[config.mk]
export PLATFORM = sky130hd
export DESIGN_NAME = acmc_mode_ctrl
export DESIGN_NICKNAME = d
export VERILOG_FILES = /design/src/rtl/acmc_sync2.v /design/src/rtl/acmc_mode_ctrl.v
export VERILOG_INCLUDE_DIRS = /design/src /design/src/rtl
export SDC_FILE = /design/constraint.sdc
export NUM_CORES = 1
export LEC_CHECK = 0
export BUFFER_PORTS_ARGS = -buffer_cell sky130_fd_sc_hd__buf_2
export CORE_UTILIZATION = 35
export CTS_CLUSTER_SIZE = 10
export DETAILED_ROUTE_END_ITERATION = 16
export HOLD_SLACK_MARGIN = 0.08
export SYNTH_ARGS = -nofsm -noshare
export SYNTH_HDL_FRONTEND = slang
export SYNTH_SLANG_ARGS = --single-unit
[constraint.sdc]
create_clock -name ref_clk_in -period 3.85 [get_ports ref_clk_in]
set_input_delay 0.77 -clock ref_clk_in [delete_from_list [all_inputs] [get_ports ref_clk_in]]
set_output_delay 0.77 -clock ref_clk_in [all_outputs]
set_load 0.02 [all_outputs]
[src/rtl/acmc_defs.vh]
/*
 * constants for the audio clock mode control block: word layout, defaults,
 * frequency group codes and reset timing.
 * assumes inclusion by bare name from the rtl files.
 */
`ifndef ACMC_DEFS_VH
`define ACMC_DEFS_VH

// ****************************************
// control word layout
// ****************************************
`define ACMC_WORD_BITS      16
`define ACMC_GROUP_LSB      0
`define ACMC_GROUP_MSB      1
`define ACMC_RATE_BIT       2
`define ACMC_RSV_BIT        3
`define ACMC_EN_LSB         4
`define ACMC_EN_MSB         9
`define ACMC_EN_BITS        6

// ****************************************
// field encodings and defaults
// ****************************************
`define ACMC_GROUP_48K      2'h0
`define ACMC_GROUP_44K1     2'h1
`define ACMC_GROUP_32K      2'h2
`define ACMC_GROUP_RSV      2'h3
`define ACMC_RATE_STD       1'b0
`define ACMC_RATE_DBL       1'b1
`define ACMC_EN_ALL_ON      6'h3F
`define ACMC_EN_ALL_OFF     6'h00

// ****************************************
// reset and timing
// ****************************************
`define ACMC_POR_CYCLES     11'h400
`define ACMC_POR_LAST       11'h3FF
`define ACMC_BIT_CNT_FULL   5'h10
`define ACMC_POR_CNT_BITS   11
`define ACMC_BIT_CNT_BITS   5

`endif

[src/rtl/acmc_sync2.v]
/*
 * two flip-flop level synchroniser for one pin.
 * assumes the pin is asynchronous to clk_in; reset value is low.
 */
`timescale 1ns/100ps
module acmc_sync2 (
	// clock and reset
	input  wire clk_in,
	input  wire rst_in,
	// pin and synchronised level
	input  wire async_in,
	output wire sync_out
);
	reg meta_q;
	reg sync_q;

	always @(posedge clk_in or posedge rst_in) begin
		if (rst_in) begin
			meta_q <= 1'b0;
			sync_q <= 1'b0;
		end else begin
			meta_q <= async_in;
			sync_q <= meta_q;
		end
	end

	assign sync_out = sync_q;
endmodule

[src/rtl/acmc_mode_ctrl.v]
/*
 * mode control of a dual-PLL audio clock generator: parallel pin decode
 * and a three-wire serial control word receiver with power-down.
 * assumes the serial bit clock is slow (period 320 ns in the bench) next
 * to ref_clk_in; pins are sampled through two flip-flops.
 * assumes serial_mode_in is a board strap held steady from reset onward;
 * a word shifted before the strap is taken in is lost.
 */
`timescale 1ns/100ps
`include "acmc_defs.vh"

module acmc_mode_ctrl (
	// clock and reset
	input  wire       ref_clk_in,
	input  wire       rst_in,
	// variant strap: high selects the serial variant
	input  wire       serial_mode_in,
	// shared control pins
	input  wire       rate_select_in,
	input  wire       group_select_lo_in,
	input  wire       group_select_hi_in,
	// decoded mode
	output reg  [1:0] freq_group_out,
	output reg        group_reserved_out,
	output reg        double_rate_out,
	// output enables
	output reg        en_sys_clk0_out,
	output reg        en_sys_clk1_out,
	output reg        en_sys_clk2_out,
	output reg        en_sys_clk3_out,
	output reg        en_master_out1_out,
	output reg        en_master_out2_out,
	// power state
	output reg        power_down_out,
	output reg        init_done_out
);
	// in serial mode the pins carry latch, bit clock and data
	wire                          latch_strobe_s;
	wire                          serial_bit_clock_s;
	wire                          serial_data_in_s;
	reg                           bclk_prev_q;
	reg                           latch_prev_q;
	reg  [`ACMC_WORD_BITS-1:0]    shift_q;
	reg  [`ACMC_BIT_CNT_BITS-1:0] bit_cnt_q;
	reg  [1:0]                    group_q;
	reg                           rate_q;
	reg  [`ACMC_EN_BITS-1:0]      en_q;
	reg  [`ACMC_POR_CNT_BITS-1:0] por_cnt_q;
	reg                           strap_q;
	wire                          bclk_rise;
	wire                          latch_rise;
	wire [2:0]                    pin_async;
	wire [2:0]                    pin_sync;
	reg                           init_state_q;
	reg  [1:0]                    group_sel;
	reg                           rate_sel;
	reg  [`ACMC_EN_BITS-1:0]      en_sel;

	// init sequence states
	localparam ST_INIT = 1'b0;
	localparam ST_RUN  = 1'b1;

	// place of each output enable inside the enable field
	localparam EN_SYS0    = 0;
	localparam EN_SYS2    = 1;
	localparam EN_SYS3    = 2;
	localparam EN_SYS1    = 3;
	localparam EN_MASTER1 = 4;
	localparam EN_MASTER2 = 5;

	function is_reserved_group;
		input [1:0] code;
		begin
			is_reserved_group = (code == `ACMC_GROUP_RSV);
		end
	endfunction

	// ****************************************
	// pin synchronisers
	// ****************************************
	// one synchroniser per shared pin serves both variants
	assign pin_async = {rate_select_in, group_select_hi_in, group_select_lo_in};
	genvar gi;
	generate
		for (gi = 0; gi < 3; gi = gi + 1) begin : g_sync
			acmc_sync2 acmc_sync2_i (
				.clk_in   (ref_clk_in),
				.rst_in   (rst_in),
				.async_in (pin_async[gi]),
				.sync_out (pin_sync[gi])
			);
		end
	endgenerate
	assign latch_strobe_s     = pin_sync[2];
	assign serial_bit_clock_s = pin_sync[1];
	assign serial_data_in_s   = pin_sync[0];

	assign bclk_rise  = serial_bit_clock_s & ~bclk_prev_q;
	assign latch_rise = latch_strobe_s & ~latch_prev_q;

	// ****************************************
	// strap capture and power-on count
	// ****************************************
	always @(posedge ref_clk_in or posedge rst_in) begin
		if (rst_in) begin
			init_state_q <= ST_INIT;
			por_cnt_q    <= {`ACMC_POR_CNT_BITS{1'b0}};
			strap_q      <= 1'b0;
		end else begin
			case (init_state_q)
				ST_INIT: begin
					// the strap is held for the whole init window; last sample wins
					por_cnt_q <= por_cnt_q + 1'b1;
					strap_q   <= serial_mode_in;
					if (por_cnt_q == `ACMC_POR_LAST)
						init_state_q <= ST_RUN;
				end
				ST_RUN: begin
					// the count parks at its end value
					por_cnt_q <= por_cnt_q;
				end
				default: begin
					init_state_q <= ST_INIT;
				end
			endcase
		end
	end

	// ****************************************
	// serial receiver
	// ****************************************
	// keeps running in power-down so a new word can wake the block
	always @(posedge ref_clk_in or posedge rst_in) begin
		if (rst_in) begin
			bclk_prev_q  <= 1'b0;
			latch_prev_q <= 1'b0;
			shift_q      <= {`ACMC_WORD_BITS{1'b0}};
			bit_cnt_q    <= {`ACMC_BIT_CNT_BITS{1'b0}};
			group_q      <= `ACMC_GROUP_48K;
			rate_q       <= `ACMC_RATE_STD;
			en_q         <= `ACMC_EN_ALL_ON;
		end else begin
			bclk_prev_q  <= serial_bit_clock_s;
			latch_prev_q <= latch_strobe_s;
			if (strap_q) begin
				if (bclk_rise) begin
					// msb first, the last bit lands in bit 0
					shift_q <= {shift_q[`ACMC_WORD_BITS-2:0], serial_data_in_s};
					// saturate so an over-long word keeps only its last sixteen bits
					if (bit_cnt_q != `ACMC_BIT_CNT_FULL)
						bit_cnt_q <= bit_cnt_q + 1'b1;
				end
				// no timeout: the word waits for the strobe indefinitely
				if (latch_rise) begin
					bit_cnt_q <= {`ACMC_BIT_CNT_BITS{1'b0}};
					// a short word (fewer than sixteen bit clock rises before the strobe rise) is dropped
					if (bit_cnt_q == `ACMC_BIT_CNT_FULL) begin
						group_q <= shift_q[`ACMC_GROUP_MSB:`ACMC_GROUP_LSB];
						rate_q  <= shift_q[`ACMC_RATE_BIT];
						en_q    <= shift_q[`ACMC_EN_MSB:`ACMC_EN_LSB];
					end
				end
			end
		end
	end

	// ****************************************
	// mode selection and output registers
	// ****************************************
	// parallel mode has no enables of its own, so it never powers down
	always @* begin
		if (strap_q) begin
			group_sel = group_q;
			rate_sel  = rate_q;
			en_sel    = en_q;
		end else begin
			group_sel = {serial_bit_clock_s, serial_data_in_s};
			rate_sel  = latch_strobe_s;
			en_sel    = `ACMC_EN_ALL_ON;
		end
	end

	always @(posedge ref_clk_in or posedge rst_in) begin
		if (rst_in) begin
			freq_group_out     <= `ACMC_GROUP_48K;
			group_reserved_out <= 1'b0;
			double_rate_out    <= `ACMC_RATE_STD;
			en_sys_clk0_out    <= 1'b1;
			en_sys_clk1_out    <= 1'b1;
			en_sys_clk2_out    <= 1'b1;
			en_sys_clk3_out    <= 1'b1;
			en_master_out1_out <= 1'b1;
			en_master_out2_out <= 1'b1;
			power_down_out     <= 1'b0;
			init_done_out      <= 1'b0;
		end else begin
			freq_group_out     <= group_sel;
			group_reserved_out <= is_reserved_group(group_sel);
			double_rate_out    <= rate_sel;
			en_sys_clk0_out    <= en_sel[EN_SYS0];
			en_sys_clk2_out    <= en_sel[EN_SYS2];
			en_sys_clk3_out    <= en_sel[EN_SYS3];
			en_sys_clk1_out    <= en_sel[EN_SYS1];
			en_master_out1_out <= en_sel[EN_MASTER1];
			en_master_out2_out <= en_sel[EN_MASTER2];
			// follows the enables, so any accepted word with one enable bit set wakes the block
			power_down_out     <= (en_sel == `ACMC_EN_ALL_OFF);
			init_done_out      <= (por_cnt_q == `ACMC_POR_CYCLES);
		end
	end
endmodule

# Yosys cells after proc, flatten, opt, wreduce, memory -nomap -nowiden
# Index checks and enable logic that the tools add are counted.
classes:
  n_addsub: 2
  n_eq_ne: 5
  mux: 9
  n_bitwise: 4
  n_reduce_logical: 6
ops:
  columns: ["cell", "n"]
  rows:
  - ["$mux 5", 3]
  - ["$add 11x1->11 const B", 1]
  - ["$eq 11x10->1 const B", 1]
  - ["$eq 11x11->1 const B", 1]
  - ["$mux 11", 1]
  - ["$logic_not 6->1", 1]
  - ["$mux 6", 1]
  - ["$reduce_and 3->1", 2]
  - ["$add 5x1->5 const B", 1]
  - ["$eq 5x5->1 const B", 1]
  - ["$ne 5x5->1 const B", 1]
  - ["$reduce_bool 2->1", 2]
  - ["$mux 1", 3]
  - ["$and 1x1->1", 2]
  - ["$eq 2x2->1 const B", 1]
  - ["$mux 2", 1]
  - ["$not 1->1", 2]
  - ["$reduce_and 2->1", 1]
word_totals:
  reg_bits: 57
  input_bits: 6
  out_inout_bits: 12
  word_cells: 53

# Logic depth before layout (Yosys ltp)
depth:
  depth_word: 4
  ltp_mapped: 5
  mapped_depth_nobuf: 5

# Modules after synthesis
# From an unflattened synthesis, not the netlist that was laid out.
unflattened:
  cells_unflattened: 183
  area_unflattened_um2: 2327.2
by_module_without_submodules:
  columns: ["module", "n_inst", "cells_each", "area_each_um2"]
  rows:
  - ["acmc_mode_ctrl", 1, 174, 2165.8]
  - ["acmc_sync2", 3, 3, 53.8]

# Least setup slack after synthesis
# Ideal clock, no wire load.
synth_timing:
  path_kind: "register to register"
  startpoint: "register bit_cnt_q[0]"
  endpoint: "register group_q[0]"
  setup_ps: 125
  t_arrival_ps: 1256
  t_required_ps: 3725
  path_slack_ps: 2469
  path_stages_with_launch: 6
  path_buffers: 0
  synth_period_minus_slack_ps: 1381
  path_cell_list: "dfrtp_1 > inv_1 > ha_1 > and4bb_4 > nand2_8 > mux2_4"
synth_via:
  elab_chain_cells: 2
synth_rtl:
  columns: ["element", "line_no", "source"]
  rows:
  - ["start: declaration", "acmc_mode_ctrl.v:44", "reg [`ACMC_BIT_CNT_BITS-1:0] bit_cnt_q;"]
  - ["start signal: assignment", "acmc_mode_ctrl.v:138", "bit_cnt_q <= {`ACMC_BIT_CNT_BITS{1'b0}};"]
  - ["start signal: assignment", "acmc_mode_ctrl.v:151", "bit_cnt_q <= bit_cnt_q + 1'b1;"]
  - ["start signal: assignment", "acmc_mode_ctrl.v:155", "bit_cnt_q <= {`ACMC_BIT_CNT_BITS{1'b0}};"]
  - ["$eq 5x5->1 (no line)", null, null]
  - ["$reduce_and 3->1 (no line)", null, null]
  - ["end signal: assignment", "acmc_mode_ctrl.v:139", "group_q <= `ACMC_GROUP_48K;"]
  - ["end signal: assignment", "acmc_mode_ctrl.v:158", "group_q <= shift_q[`ACMC_GROUP_MSB:`ACMC_GROUP_LSB];"]
  - ["end: declaration", "acmc_mode_ctrl.v:45", "reg [1:0] group_q;"]
# No other way between the ends.
# A chain may end at the register's enable or synchronous reset.

# Worst setup path after layout
layout_timing:
  startpoint: "register strap_q"
  endpoint: "register bit_cnt_q[1]"
layout_via:
  elab_chain_cells: 1
layout_rtl:
  columns: ["element", "line_no", "source"]
  rows:
  - ["start: declaration", "acmc_mode_ctrl.v:49", "reg strap_q;"]
  - ["start signal: assignment", "acmc_mode_ctrl.v:114", "strap_q <= serial_mode_in;"]
  - ["$reduce_and 3->1 (no line)", null, null]
# No other way between the ends.

==> impl_metrics.json <==
{
  "synth_nets": 190,
  "first_pass_iters": 4,
  "p_switching_mw": 0.299,
  "drtAntennaViolNets": 0,
  "critical_path.endpoint_type": "flop",
  "antenna_found_initial": 0,
  "nets": 214,
  "cts_tree": "built",
  "grtUsageTotal_pct": 12.5,
  "p_seq_share_pct": 50.6,
  "wl_met3_um": 186,
  "die_h_um": 83.3,
  "worst-path-max-fanout": 15,
  "die_w_um": 83.3,
  "cp_data_arrival_time_ns": 2.00,
  "stdcell_count": 286,
  "synth_edf_count": 0,
  "finalCoreUtilization_pct": 42.2,
  "powerDensity_nw_per_um2": 487,
  "syn_to_final_growth_pct": 16.5,
  "drt-total-wl_um": 3710,
  "postCtsSetupBuffers": 0,
  "highest_layer": "met4",
  "grt_pass1_vias": 1433,
  "drtIter0Drc": 63,
  "layout_common_cells": "dfrtp_1 (45), nand2_1 (34), buf_2 (17), clkbuf_8 (12), dfstp_2 (12)",
  "drc": 0,
  "io_pins": 18,
  "synth_top_family_by_area": "simple AND/OR/NAND/NOR gates",
  "post_cts_resize_count": 0,
  "synthSimpleGateAreaFrac_pct": 17.5,
  "layout_commonest_cell": "dfrtp_1",
  "hold_depth": 0,
  "hold_path.class": "reg2reg",
  "peakVddDrop_mv": 0.305,
  "port_buffers": 17,
  "syn_area_sq_um": 2320,
  "leakagePower_nw": 1.35,
  "dpl.cell_count": 270,
  "gr-total-overflow": 0,
  "place_congestion": 0.843,
  "grt_pass1_wl_um": 6620,
  "viasPerCell": 4.76,
  "coreArea_sq_um": 6390,
  "p_int_mw": 1.01,
  "crit_path_start_kind": "flop",
  "ys_warn_count": 0,
  "period_needed_ns": 1.80,
  "clkLatencyLatePin_ns": 0.33,
  "fin_hold_ws_ns": 0.348,
  "cts-root-buf": "clkbuf_8",
  "initial_utilization_pct": 36.3,
  "grt_max_degree": 43,
  "p_clk_share_pct": 44.0,
  "syn_area_per_cell_sq_um": 12.9,
  "outcome": "complete, no violations",
  "synthDistinctLibCells": 40,
  "reg2reg_depth": 3,
  "hold_viol": 0,
  "synthMuxAreaShare_pct": 8.27,
  "timing.final.crit_share_pct": 46.7,
  "htree_levels": 3,
  "cts_hold_buf": 0,
  "clk_pin_slew_worst_paths_ns": 0.06,
  "seq_area_frac_synth_pct": 62.2,
  "synth_xor_area_share_pct": 3.78,
  "numCtsBuffers": 9,
  "worstMarginPinSlew_ns": 0.523,
  "setup_viol": 0,
  "final.setup_skew_ns": 0.00930,
  "maxSlewHeadroom_pct": 65.1,
  "drive_above_1_share_pct": 32.5,
  "cts_num_sinks": 57,
  "async_flop_share_pct": 100,
  "finalMaxSlewViolations": 0,
  "hpwl_um": 2450,
  "drv_cap": 0,
  "synth_fa_ha_area_share_pct": 2.16,
  "die-area_sq_um": 6950,
  "fmax_ghz": 0.556,
  "tns_ns": 0,
  "wl_per_cell_um": 13.0,
  "rows": 29,
  "power_mw": 1.31,
  "synth-main-ff-cell": "dfrtp_1",
  "critPathKind": "reg2reg",
  "grt_setup_unrepaired": "false",
  "pwr-share-comb_pct": 5.5,
  "synth_compound_area_share_pct": 3.78,
  "vias": 1360,
  "syn_inst": 180,
  "cts_buffer_depth": 2,
  "routed-wl-met2_um": 1730,
  "drt-met1-wl_um": 1730,
  "antenna_cells": 0,
  "fillers": 593,
  "worstPathRequired_ns": 4.06,
  "ys_ff_latch": 57,
  "switching_share_pct": 22.7
}
path summary, 6_finish.rpt:
kind	start	end	slack, ns
setup / recovery	strap_q$_DFFE_PP0N_	bit_cnt_q[1]$_DFFE_PP0P_	2.05
hold / removal	g_sync[1].acmc_sync2_i.meta_q$_DFF_PP0_	g_sync[1].acmc_sync2_i.sync_out$_DFF_PP0_	0.35
setup reg to reg	strap_q$_DFFE_PP0N_	bit_cnt_q[1]$_DFFE_PP0P_	2.05
hold reg to reg	g_sync[1].acmc_sync2_i.meta_q$_DFF_PP0_	g_sync[1].acmc_sync2_i.sync_out$_DFF_PP0_	0.35
max in group asynchronous	rst_in	en_q[3]$_DFFE_PP1P_	2.63
min in group asynchronous	rst_in	bit_cnt_q[2]$_DFFE_PP0P_	0.39
cell type report:
class	instances	area (sq um)	share of cell area, %
sequential	57	1440	53.4
multi-input combinational	110	822	30.5
clock buffer	12	165	6.12
tap	77	96.3	3.57
timing repair buffer	18	92.6	3.43
clock inverter	4	50.0	1.86
inverter	8	30.0	1.11
cells in the mapped netlist, types with 4 or more instances:
| library cell | instances | area [sq um] |
|---|---|---|
| dfrtp_1 | 45 | 1130 |
| xor2_1 | 5 | 43.8 |
| inv_1 | 8 | 30.0 |
| xnor2_1 | 5 | 43.8 |
| nor4_1 | 4 | 25.0 |
| dfstp_2 | 12 | 315 |
| mux2_4 | 9 | 135 |
| ha_1 | 4 | 50.1 |
| mux2_2 | 5 | 56.3 |
| nor3_1 | 5 | 25.0 |
| nand2_1 | 34 | 128 |
| nand2b_1 | 7 | 43.8 |
layer usage:
layer,up-vias,track usage (%)
met5,-,0
met2,33,19.2
met3,6,5.27
met4,0,6.27
li1,659,-
met1,662,15.0
state kept, by name (all words and copies together), names as in the netlist, 2 cells and up:
signal and flops:
por_cnt_q 11, shift_q 10, en_q 6, bit_cnt_q 5
g_sync.acmc_sync2_i.meta_q 3, g_sync.acmc_sync2_i.sync_out 3, freq_group_out 2, group_q 2
stage by stage:
stage          area [sq um]  setup slack (ns)
6_report               2700              2.05
5_1_grt                2700              1.88
4_1_cts                2700              2.05
3_5_place_dp           2480              2.06
3_3_place_gp           2480              2.11
2_1_floorplan          2320              1.70
power groups by stage:
stage               Sequential, mW  Combinational (mW)  Clock [mW]
floorplan                    0.673              0.0482           0
global placement             0.674              0.0725           0
detailed placement           0.675              0.0741           0
CTS                          0.664              0.0745       0.601
global route                 0.669              0.0843       0.626
finish                       0.664              0.0718       0.577
cells by family after synthesis:
family,after synthesis
compound gates,11
flops,57
fa+ha+maj,4
simple gates,71
xor+xnor,10
mux,14
buf+inv,13
critical path, stage by stage (launching register included):
cell and delay [ns]:
dfrtp_1 0.67, and3b_1 0.53, nand2b_1 0.18, a32o_1 0.30
(Power assumes the default switching activity.)
